--- src/hdl/las_pkg.sv ---
// Notes on behaviour
// - Bit 6 reads 1 while pattern receiver has lost lock, 0 while locked.
// - Pattern receiver declares lock loss after many bit errors in incoming data.
// - Lock loss clears once the pattern is found with few or no errors.
// - Digital loss of signal declared after 160 consecutive bit periods without pulses.
// - Digital loss of signal clears once pulse density reaches one third.
// - Bit 5 reads 1 while the digital detector declares loss of signal.
// - Combined loss of signal is analog OR digital declaration.
// - Combined loss of signal appears in bit 1.
// - Status sits at 0x03, 0x0b and 0x13 for channels 0, 1, 2.
// - FIFO limit bit set within two bit periods of overflow or underrun, when enabled.
// - Each combined loss-of-signal change sets a flag cleared by reading the flag register.
`default_nettype none
package las_pkg;
	localparam int NUM_CH = 3;
	localparam logic [7:0] ADDR_STATUS_CH0 = 8'h03;
	localparam logic [7:0] ADDR_STATUS_CH1 = 8'h0b;
	localparam logic [7:0] ADDR_STATUS_CH2 = 8'h13;
	localparam logic [7:0] ADDR_CHANGE_CH0 = 8'h02;
	localparam logic [7:0] ADDR_CHANGE_CH1 = 8'h0a;
	localparam logic [7:0] ADDR_CHANGE_CH2 = 8'h12;
	localparam logic [7:0] STATUS_RESET = 8'h00;
	localparam int BIT_DRIVE_MON = 0;
	localparam int BIT_LOS = 1;
	localparam int BIT_LOCK_LOSS = 2;
	localparam int BIT_FIFO_LIM = 3;
	localparam int BIT_ALOS = 4;
	localparam int BIT_DLOS = 5;
	localparam int BIT_PAT = 6;
	localparam int FLAG_LOS = 1;
	localparam int LOS_ZERO_RUN = 160;
	localparam int DENSITY_WINDOW = 24;
	localparam int DENSITY_MIN = 8;
	localparam int FIFO_MARGIN = 2;
	localparam int PAT_WINDOW = 64;
	localparam int PAT_LOSS_ERRS = 16;
	localparam int PAT_LOCK_ERRS = 1;
	localparam int PAT_LEN = 15;
endpackage : las_pkg
`default_nettype wire

--- src/hdl/las_alarm_status.sv ---
`default_nettype none
module las_alarm_status
	import las_pkg::*;
#(
	parameter int NCH = las_pkg::NUM_CH
) (
	input  wire logic             mclk,
	input  wire logic             sys_rst,
	input  wire logic [NCH-1:0]   line_pulse,
	input  wire logic [NCH-1:0]   pattern_bit,
	input  wire logic [NCH-1:0]   analog_los,
	input  wire logic [NCH-1:0]   receive_lock_loss,
	input  wire logic [NCH-1:0]   transmit_drive_monitor,
	input  wire logic [NCH-1:0]   jitter_enable,
	input  wire logic [NCH*6-1:0] fifo_fill,
	input  wire logic [NCH*6-1:0] fifo_depth,
	input  wire logic             reg_rd,
	input  wire logic             reg_wr,
	input  wire logic [7:0]       reg_addr,
	input  wire logic [7:0]       reg_wdata,
	output var  logic [7:0]       reg_rdata_reg,
	output var  logic             reg_rvalid_reg
);
	import las_pkg::*;

	logic [NCH-1:0] dlos_w;
	logic [NCH-1:0] los_prev_reg;
	logic [NCH-1:0] los_flag_reg;
	logic [NCH-1:0] fifo_lim_reg;
	logic [NCH-1:0] pat_loss_reg;
	logic [NCH-1:0] los_now;
	logic [PAT_LEN-1:0] prbs_reg [NCH];
	logic [6:0]     pat_cnt_reg [NCH];
	logic [6:0]     pat_err_reg [NCH];
	logic [7:0]     status_w [NCH];

	function automatic int ch_of(input logic [7:0] a, input logic [7:0] b0,
			input logic [7:0] b1, input logic [7:0] b2);
		if (a == b0) begin
			return 0;
		end else if (a == b1) begin
			return 1;
		end else if (a == b2) begin
			return 2;
		end
		return -1;
	endfunction : ch_of

	assign los_now = analog_los | dlos_w;

	for (genvar c = 0; c < NCH; c++) begin : g_ch
		logic [5:0] fill;
		logic [5:0] depth;
		logic       pred;
		assign fill  = fifo_fill[c*6 +: 6];
		assign depth = fifo_depth[c*6 +: 6];
		assign pred  = prbs_reg[c][PAT_LEN-1] ^ prbs_reg[c][PAT_LEN-2];

		las_dlos u_dlos (
			.mclk       (mclk),
			.sys_rst    (sys_rst),
			.line_pulse (line_pulse[c]),
			.dlos_reg   (dlos_w[c])
		);

		// Self-synchronising pattern checker, errors counted per window
		always_ff @(posedge mclk or posedge sys_rst) begin
			if (sys_rst) begin
				prbs_reg[c]    <= '0;
				pat_cnt_reg[c] <= 7'h00;
				pat_err_reg[c] <= 7'h00;
				pat_loss_reg[c] <= 1'b0;
			end else begin
				prbs_reg[c] <= {prbs_reg[c][PAT_LEN-2:0], pattern_bit[c]};
				if (pat_cnt_reg[c] == 7'(PAT_WINDOW - 1)) begin
					pat_cnt_reg[c] <= 7'h00;
					pat_err_reg[c] <= 7'h00;
					if (pat_err_reg[c] >= 7'(PAT_LOSS_ERRS)) begin
						pat_loss_reg[c] <= 1'b1;
					end else if (pat_err_reg[c] <= 7'(PAT_LOCK_ERRS)) begin
						pat_loss_reg[c] <= 1'b0;
					end
				end else begin
					pat_cnt_reg[c] <= pat_cnt_reg[c] + 7'h01;
					if (pred != pattern_bit[c] && pat_err_reg[c] != 7'h7f) begin
						pat_err_reg[c] <= pat_err_reg[c] + 7'h01;
					end
				end
			end
		end

		always_ff @(posedge mclk or posedge sys_rst) begin
			if (sys_rst) begin
				fifo_lim_reg[c] <= 1'b0;
			end else begin
				// Widened sum so a nearly full deep FIFO cannot wrap
				fifo_lim_reg[c] <= jitter_enable[c] && (fill <= 6'(FIFO_MARGIN)
					|| {1'b0, fill} + 7'(FIFO_MARGIN) >= {1'b0, depth});
			end
		end

		always_comb begin
			status_w[c]                = STATUS_RESET;
			status_w[c][BIT_DRIVE_MON] = transmit_drive_monitor[c];
			status_w[c][BIT_LOS]       = los_now[c];
			status_w[c][BIT_LOCK_LOSS] = receive_lock_loss[c];
			status_w[c][BIT_FIFO_LIM]  = fifo_lim_reg[c];
			status_w[c][BIT_ALOS]      = analog_los[c];
			status_w[c][BIT_DLOS]      = dlos_w[c];
			status_w[c][BIT_PAT]       = pat_loss_reg[c];
		end
	end

	// Change flags: a new change wins over a read clear
	always_ff @(posedge mclk or posedge sys_rst) begin
		if (sys_rst) begin
			los_prev_reg <= '0;
			los_flag_reg <= '0;
		end else begin
			los_prev_reg <= los_now;
			for (int c = 0; c < NCH; c++) begin
				if (los_now[c] != los_prev_reg[c]) begin
					los_flag_reg[c] <= 1'b1;
				end else if (reg_rd && ch_of(reg_addr, ADDR_CHANGE_CH0, ADDR_CHANGE_CH1,
						ADDR_CHANGE_CH2) == c) begin
					los_flag_reg[c] <= 1'b0;
				end
			end
		end
	end

	// Read port; writes are not decoded at all
	always_ff @(posedge mclk or posedge sys_rst) begin
		if (sys_rst) begin
			reg_rdata_reg  <= STATUS_RESET;
			reg_rvalid_reg <= 1'b0;
		end else begin
			reg_rvalid_reg <= reg_rd;
			if (!reg_rd) begin
				reg_rdata_reg <= STATUS_RESET;
			end else if (ch_of(reg_addr, ADDR_STATUS_CH0, ADDR_STATUS_CH1,
					ADDR_STATUS_CH2) >= 0) begin
				reg_rdata_reg <= status_w[ch_of(reg_addr, ADDR_STATUS_CH0,
					ADDR_STATUS_CH1, ADDR_STATUS_CH2)];
			end else if (ch_of(reg_addr, ADDR_CHANGE_CH0, ADDR_CHANGE_CH1,
					ADDR_CHANGE_CH2) >= 0) begin
				reg_rdata_reg <= STATUS_RESET;
				reg_rdata_reg[FLAG_LOS] <= los_flag_reg[ch_of(reg_addr, ADDR_CHANGE_CH0,
					ADDR_CHANGE_CH1, ADDR_CHANGE_CH2)];
			end else begin
				reg_rdata_reg <= STATUS_RESET;
			end
		end
	end

	a_bit7_zero: assert property (@(posedge mclk) disable iff (sys_rst)
		!reg_rdata_reg[7])
		else $error("bit 7 of status read as one");
	a_los_or: assert property (@(posedge mclk) disable iff (sys_rst)
		(reg_rd && reg_addr == ADDR_STATUS_CH0)
		|=> reg_rdata_reg[BIT_LOS] == $past(analog_los[0] | dlos_w[0]))
		else $error("combined loss of signal not OR of detectors");
	a_pat_bit: assert property (@(posedge mclk) disable iff (sys_rst)
		(reg_rd && reg_addr == ADDR_STATUS_CH0)
		|=> reg_rdata_reg[BIT_PAT] == $past(pat_loss_reg[0]))
		else $error("pattern loss bit mismatch");
	a_dlos_bit: assert property (@(posedge mclk) disable iff (sys_rst)
		(reg_rd && reg_addr == ADDR_STATUS_CH1)
		|=> reg_rdata_reg[BIT_DLOS] == $past(dlos_w[1]))
		else $error("digital loss bit mismatch");
	a_los_pos: assert property (@(posedge mclk) disable iff (sys_rst)
		(reg_rd && reg_addr == ADDR_STATUS_CH2)
		|=> reg_rdata_reg[BIT_LOS] == $past(los_now[2]))
		else $error("combined loss bit not in bit 1");
	a_unmapped_zero: assert property (@(posedge mclk) disable iff (sys_rst)
		(reg_rd && reg_addr == 8'h04) |=> reg_rdata_reg == STATUS_RESET)
		else $error("unmapped address returned data");
	a_flag_set: assert property (@(posedge mclk) disable iff (sys_rst)
		$changed(los_now[0]) |=> los_flag_reg[0])
		else $error("change flag not set");
	a_fifo_lim_off: assert property (@(posedge mclk) disable iff (sys_rst)
		!jitter_enable[0] |=> !fifo_lim_reg[0])
		else $error("fifo limit set with attenuator disabled");
	a_pat_slow: assert property (@(posedge mclk) disable iff (sys_rst)
		pat_cnt_reg[0] != 7'(PAT_WINDOW - 1) |=> $stable(pat_loss_reg[0]))
		else $error("pattern lock changed outside window end");
	a_flag_clear: assert property (@(posedge mclk) disable iff (sys_rst)
		(reg_rd && reg_addr == ADDR_CHANGE_CH0 && !$changed(los_now[0]))
		|=> !los_flag_reg[0])
		else $error("change flag not cleared by read");

	// Read port timing and field placement
	a_rvalid_pulse: assert property (@(posedge mclk) disable iff (sys_rst)
		reg_rd |=> reg_rvalid_reg)
		else $error("read not answered one cycle later");
	a_idle_zero: assert property (@(posedge mclk) disable iff (sys_rst)
		!reg_rd |=> (!reg_rvalid_reg && reg_rdata_reg == STATUS_RESET))
		else $error("read port not idle without read");
	a_drive_bit: assert property (@(posedge mclk) disable iff (sys_rst)
		(reg_rd && reg_addr == ADDR_STATUS_CH0)
		|=> reg_rdata_reg[BIT_DRIVE_MON] == $past(transmit_drive_monitor[0]))
		else $error("drive monitor bit mismatch");
	a_lock_bit: assert property (@(posedge mclk) disable iff (sys_rst)
		(reg_rd && reg_addr == ADDR_STATUS_CH1)
		|=> reg_rdata_reg[BIT_LOCK_LOSS] == $past(receive_lock_loss[1]))
		else $error("receive lock loss bit mismatch");
	a_fifo_bit: assert property (@(posedge mclk) disable iff (sys_rst)
		(reg_rd && reg_addr == ADDR_STATUS_CH2)
		|=> reg_rdata_reg[BIT_FIFO_LIM] == $past(fifo_lim_reg[2]))
		else $error("fifo limit bit mismatch");
	a_alos_bit: assert property (@(posedge mclk) disable iff (sys_rst)
		(reg_rd && reg_addr == ADDR_STATUS_CH2)
		|=> reg_rdata_reg[BIT_ALOS] == $past(analog_los[2]))
		else $error("analog loss bit mismatch");

	// Change flag holding and read back, pattern lock decisions at window end
	a_flag_hold: assert property (@(posedge mclk) disable iff (sys_rst)
		(los_flag_reg[1] && !(reg_rd && reg_addr == ADDR_CHANGE_CH1)) |=> los_flag_reg[1])
		else $error("change flag lost without read");
	a_flag_read: assert property (@(posedge mclk) disable iff (sys_rst)
		(reg_rd && reg_addr == ADDR_CHANGE_CH1)
		|=> reg_rdata_reg[FLAG_LOS] == $past(los_flag_reg[1]))
		else $error("change flag read back mismatch");
	a_pat_lose: assert property (@(posedge mclk) disable iff (sys_rst)
		(pat_cnt_reg[0] == 7'(PAT_WINDOW - 1) && pat_err_reg[0] >= 7'(PAT_LOSS_ERRS))
		|=> pat_loss_reg[0])
		else $error("pattern lock kept despite many errors");
	a_pat_regain: assert property (@(posedge mclk) disable iff (sys_rst)
		(pat_cnt_reg[0] == 7'(PAT_WINDOW - 1) && pat_err_reg[0] <= 7'(PAT_LOCK_ERRS))
		|=> !pat_loss_reg[0])
		else $error("pattern lock not regained on clean window");

	c_los_rise: cover property (@(posedge mclk) disable iff (sys_rst) $rose(dlos_w[0]));
	c_pat_lock: cover property (@(posedge mclk) disable iff (sys_rst) $fell(pat_loss_reg[0]));
	c_pat_loss: cover property (@(posedge mclk) disable iff (sys_rst) $rose(pat_loss_reg[0]));
	c_fifo_lim_set: cover property (@(posedge mclk) disable iff (sys_rst) $rose(fifo_lim_reg[1]));
	c_flag_rd: cover property (@(posedge mclk) disable iff (sys_rst)
		reg_rd && reg_addr == ADDR_CHANGE_CH2 && los_flag_reg[2]);
endmodule : las_alarm_status
`default_nettype wire

--- src/hdl/las_dlos.sv ---
`default_nettype none
module las_dlos
	import las_pkg::*;
#(
	parameter int ZERO_RUN = LOS_ZERO_RUN,
	parameter int WIN      = DENSITY_WINDOW,
	parameter int MIN_ONES = DENSITY_MIN
) (
	input  wire logic mclk,
	input  wire logic sys_rst,
	input  wire logic line_pulse,
	output var  logic dlos_reg
);
	logic [7:0] zero_run_reg;
	logic [7:0] win_cnt_reg;
	logic [7:0] ones_cnt_reg;

	// Count consecutive bit periods without a pulse
	always_ff @(posedge mclk or posedge sys_rst) begin
		if (sys_rst) begin
			zero_run_reg <= 8'h00;
		end else if (line_pulse) begin
			zero_run_reg <= 8'h00;
		end else if (zero_run_reg < 8'(ZERO_RUN)) begin
			zero_run_reg <= zero_run_reg + 8'h01;
		end
	end

	// Density measured over fixed windows of bit periods
	always_ff @(posedge mclk or posedge sys_rst) begin
		if (sys_rst) begin
			win_cnt_reg  <= 8'h00;
			ones_cnt_reg <= 8'h00;
		end else if (win_cnt_reg == 8'(WIN - 1)) begin
			win_cnt_reg  <= 8'h00;
			ones_cnt_reg <= 8'h00;
		end else begin
			win_cnt_reg  <= win_cnt_reg + 8'h01;
			ones_cnt_reg <= ones_cnt_reg + {7'h00, line_pulse};
		end
	end

	always_ff @(posedge mclk or posedge sys_rst) begin
		if (sys_rst) begin
			dlos_reg <= 1'b0;
		end else if (!line_pulse && zero_run_reg == 8'(ZERO_RUN - 1)) begin
			dlos_reg <= 1'b1;
		end else if (win_cnt_reg == 8'(WIN - 1)
				&& ones_cnt_reg + {7'h00, line_pulse} >= 8'(MIN_ONES)) begin
			dlos_reg <= 1'b0;
		end
	end

	a_dlos_declare: assert property (@(posedge mclk) disable iff (sys_rst)
		(!line_pulse && zero_run_reg == 8'(ZERO_RUN - 1)) |=> dlos_reg)
		else $error("digital loss of signal not declared after zero run");
	a_dlos_hold: assert property (@(posedge mclk) disable iff (sys_rst)
		(dlos_reg && win_cnt_reg != 8'(WIN - 1)) |=> dlos_reg)
		else $error("digital loss of signal cleared outside window end");
endmodule : las_dlos
`default_nettype wire

--- config.mk ---
export PLATFORM = sky130hd
export DESIGN_NAME = las_alarm_status
export DESIGN_NICKNAME = d
export VERILOG_FILES = /design/src/hdl/las_pkg.sv /design/src/hdl/las_alarm_status.sv /design/src/hdl/las_dlos.sv
export SDC_FILE = /design/constraint.sdc
export NUM_CORES = 1
export LEC_CHECK = 0
export BUFFER_PORTS_ARGS = -buffer_cell sky130_fd_sc_hd__buf_4
export CORE_MARGIN = 1.5
export CORE_UTILIZATION = 30
export CTS_CLUSTER_SIZE = 16
export DETAILED_ROUTE_END_ITERATION = 8
export SYNTH_ARGS = -nofsm -noshare
export SYNTH_HDL_FRONTEND = slang
export SYNTH_SLANG_ARGS = --single-unit
--- constraint.sdc ---
create_clock -name mclk -period 9.1 [get_ports mclk]
set_input_delay 0 -clock mclk [delete_from_list [all_inputs] [get_ports mclk]]
set_output_delay 0 -clock mclk [all_outputs]
set_load 0.1 [all_outputs]
-- Yosys cells after proc, flatten, opt, wreduce, memory -nomap -nowiden
Cells that the tools add are included.
Widths: inputs -> output; s select.
- register bits after elaboration: 183
- bits in latches: 0
- bits in writable memories: 0
- ROM bits: 0
- bits of input ports: 74
- output and inout port bits: 9
- word-level logic and storage cells: 233
- memories: 0
- add/subtract/negate cells: 18
- $mul: 0
- div/mod/pow operators: 0
- magnitude comparators: 22
- equality and inequality tests: 26
- shifts and indexed selects: 0
- mux-type cells: 89
- bitwise logic cells: 5
- reduce and logical (&&, ||, !) cells: 40
- operators with widths (operator ; count):
    $mux 32 ; 19
    $mux 8 ; 16
    $ge 32x1->1 const B ; 2
    $mux 7 ; 9
    $add 8x1->8 const B ; 6
    $add 7x1->7 const B ; 6
    $eq 8x5->1 const B ; 5
    $mux 1 ; 37
    $eq 32x2->1 const B ; 1
    $eq 32x3->1 const B ; 1
    $ge 32x3->1 const B ; 1
    $logic_not 32->1 ; 1
    $lt 32x4->1 const B ; 1
    $not 32->32 ; 1
    $reduce_bool 2->1 ; 15
    $add 8x1->8 ; 3
    $eq 8x8->1 const B ; 3
    $ge 8x4->1 const B ; 3
    $lt 8x8->1 const B ; 3
    $add 6x2->7 const B ; 3
    $eq 7x6->1 const B ; 3
    $ge 7x5->1 const B ; 3
    $ge 7x6->1 ; 3
    $le 7x1->1 const B ; 3
    14 further kinds ; 52

-- Depth between registers and ports, before layout
- depth after elaboration: 27
- depth in mapped cells: 7

-- Hierarchy
Synthesis repeated with hierarchy kept, for this count alone.
- cell total of the unflattened synthesis: 730
- area, all modules: 8285.4 um^2
- by module, submodules not included (module ; times used ; cells each ; area an instance (um^2)):
    las_alarm_status ; 1 ; 413 ; 4792.1
    las_dlos (g_ch[0].u_dlos ...) ; 2 ; 105 ; 1168.6
    las_dlos (g_ch[2].u_dlos) ; 1 ; 107 ; 1156.1

-- Least setup slack after synthesis
Ideal clock, no wire load.
- path kind: register to register
- start point: reg g_ch[1].u_dlos.win_cnt_reg[3]
- end point: reg g_ch[1].u_dlos.dlos_reg
- setup time: 121 ps
- arrival time: 1530 ps
- required time: 8979 ps
- slack: 7449 ps
- stages on the path, launching flop included: 7
- buffers on the path: 1
- clock period less this slack: 1651 ps
- path through: dfrtp_1 or4b_1 nor3_2 buf_4 inv_1 a32oi_1 nand2_1
- longest elaborated chain between the ends: 3
- ends and longest elaborated chain (item ; line ; RTL):
    from (decl) ; las_dlos.sv:15 ; logic [7:0] win_cnt_reg;
    from (signal assigned) ; las_dlos.sv:38 ; win_cnt_reg <= win_cnt_reg + 8'h01;
    $eq 8x5->1 ; las_dlos.sv:48 ; end else if (win_cnt_reg == 8'(WIN - 1)
    $logic_and 1x1->1 ; las_dlos.sv:49 ; && ones_cnt_reg + {7'h00, line_pulse} >= 8'(MIN_ONES)) begin
    $reduce_bool 2->1 (no line) ; - ;
    to (signal assigned) ; las_dlos.sv:45 ; dlos_reg <= 1'b0;
    to (signal assigned) ; las_dlos.sv:47 ; dlos_reg <= 1'b1;
    to (signal assigned) ; las_dlos.sv:50 ; dlos_reg <= 1'b0;
    to (decl) ; las_dlos.sv:12 ; output var logic dlos_reg
No other way between the ends.
A chain may end at the register's enable or synchronous reset.

==> results.md <==
* Crit path kind: primary input to async pin
* Library cells used by synthesis at 54
* Post-layout minimum cycle time at 2120 ps
* Fillers at 2629
* FP Rows at 60
* Leak Pwr at 4.64 nW
* GR Overflow Total at 0
* Final non-filler cell total at 1180
* Crit-path max FO at 81
* Pins Over Slew Limit at 0
* Ys flop type: dfrtp_1
* Seq/Total Area, Yosys at 55.7%
* Fin. Hold Viols at 0
* CTS root buf: clkbuf_16
* DP HPWL at 9800 um
* Layout cell share with drive strength beyond 1 at 15.7%
* Tcrit/Tclk final at 23.3%
* RSZ-0062 raised after global routing: false
* Slew margin rel. at 31.5%
* Post-synth top area cell: dfrtp_1
* Worst-Margin Slew at 1030 ps
* Max-cap violations at 0
* Post-Place Cells at 1127
* CP Capture Type: async pin
* #FFs+latches synth at 182
* Multi-input logic area at 3440 sq um
* Critical Path RT at 9570 ps
* CTS max path bufs at 2
* Most frequent cells after synthesis: dfrtp_1 (182), nor2_1 (111), xor2_1 (50)
* Synth warn at 0
* Power per Cell Area at 192 nW/um^2
* Max FFs per register at 45
* Mean area per synthesized cell at 11.3 sq um
* Post-CTS Setup Inserts at 0
* Most frequent cell after synthesis: dfrtp_1
* Fin util at 36.9%
* Net Count, Synth at 844
* Drt first-iter violations at 293
* Setup_tns at 0 ps
* Pin count of the biggest net entering global routing at 82
* Via Count at 5277
* Die Area at 28300 sq um
* Die X at 168 um
* Dpl ws at 6890 ps
* Global-route wire length before repair at 24900 um
* Vias in the first global route at 5194
* Worst setup SP type: primary input
* Post-synth EDFFs at 0
* Initial core utilization at 30.4%
* Fin nets at 945
* Layout area overhead at 21.1%
* CORE AREA at 26900 sq um
* Min Hold Slack at 11.6 ps
* FF+latch area at 4550 sq um
* TritonCTS Sinks at 182
* CP arrival at 2600 ps
* Async set or reset register ratio after synthesis at 100%
* Post-route setup slack at 6980 ps
* Max Clk Rate at 0.471 GHz
* CTS Buf Count at 17
* Worst Skew at 7.19 ps
* HP Class: primary input to register
* CTS tree: done
* PortBufs at 72
* Synth area leaders: dfrtp_1 (56%), ha_1 (6.9%), xor2_1 (5.4%)
* Global placer's final weighted congestion at 0.748
* Clock Latency Late Sink at 430 ps
* I/O Pins at 83
* Average wire per standard cell at 12.1 um
* Status: finished clean
* Drt via density at 4.47
* Cell area after synthesis at 8180 sq um
* Peak VDD IR at 0.128 mV
* Yosys top cell area share at 55.7%
* Antenna diode count at 0
* Total Routing Usage GR at 10.9%
* Clk slew on worst S/H paths at 70 ps
* 1st-pass router iterations at 4
* Max H-tree Level at 4
* Final setup vio count at 0
* Initial antenna violation count at 0
* Chip Height at 168 um
* Post-route ant nets at 0
* Cells after synthesis at 725
* Detailed Route WL at 14200 um
* DRC viols at 0
kinds of logic (layout without fill, tap and decap cells):
logic type	count (synthesis)	in the layout	share of synthesized area (%)
fa+ha+maj	45	45	6.88
simple gates	281	281	17.0
mux	12	12	1.58
buf+inv	46	160	2.25
xor+xnor	98	98	11.0
compound gates	60	60	5.52
other cells	1	1	0.0459
flops	182	182	55.7
stage by stage:
step           instance area [sq um]  power (mW)
2_1_floorplan                   8180        1.12
3_5_place_dp                    9110        1.19
4_1_cts                         9900        1.93
3_3_place_gp                    9110        1.19
6_report                        9900        1.90
5_1_grt                         9900        2.02
routing by layer:
metal / vias up / part of all wire, % / wire [um] / global-route usage, %
li1: 2670 / - / - / -
met1: 2508 / 50 / 7130 / 15.2
met2: 88 / 43 / 6170 / 16.2
met3: 11 / 5.2 / 746 / 3.31
met4: 0 / 1.3 / 180 / 3.49
met5: - / 0 / 0 / 0
where the power goes:
group | internal (mW) | switching [mW] | total, mW
clock network | 0.368 | 0.347 | 0.716
registers | 0.875 | 0.0705 | 0.946
logic | 0.114 | 0.124 | 0.238
total | 1.36 | 0.542 | 1.90
worst max-delay path: stages:
cell and delay [ps]:
dlygate4sd3_1 540, buf_4 150, inv_6 280, buf_4 830, buf_4 740
layout make-up:
cell class | instances | area share (%)
multi-input combinational | 497 | 34.7
sequential | 182 | 46.0
clock inverter | 15 | 1.58
timing repair buffer | 97 | 7.88
inverter | 31 | 1.23
tap | 341 | 4.31
clock buffer | 17 | 4.30
worst paths after layout:
path                                                         startpoint                                   to  slack [ps]  depth (start not counted)
worst max-delay path                                            sys_rst            pat_cnt_reg[15]$_DFF_PP0_        6980                          5
worst min register to register                   prbs_reg[12]$_DFF_PP0_               prbs_reg[13]$_DFF_PP0_         350                          0
max in group mclk               g_ch[1].u_dlos.win_cnt_reg[3]$_DFF_PP0_  g_ch[1].u_dlos.dlos_reg$_DFFE_PP0P_        7030                          5
worst min-delay path                               receive_lock_loss[0]           reg_rdata_reg[2]$_DFF_PP0_          10                          4
min in group asynchronous                                       sys_rst            fifo_lim_reg[0]$_DFF_PP0_         120                          3
worst max register to register  g_ch[1].u_dlos.win_cnt_reg[3]$_DFF_PP0_  g_ch[1].u_dlos.dlos_reg$_DFFE_PP0P_        7030                          5
cell usage in the layout, fill, tap and decap left out, types with 4 or more instances in the layout:
master and instances:
buf_4 76, inv_1 30, inv_8 5, nand2b_1 4, mux2_2 7, nand3_1 45
inv_6 6, ha_1 45, nor2_1 111, clkbuf_16 17, nor2b_1 12, o21ai_0 11
xnor2_1 45, nand2_1 32, dlygate4sd3_1 21, xor2_1 50, mux2i_1 5, a22oi_1 6
dfrtp_1 182, nand4_1 21, or2_2 5, a21oi_1 7, and3_1 29
repair_timing:
item                                   CTS  global route
setup endpoints to repair                0             0
hold buffers                            21             0
resized for setup                        0             0
endpoints found under the hold margin   88             0
Note: power is estimated with default switching activity, not from simulation.
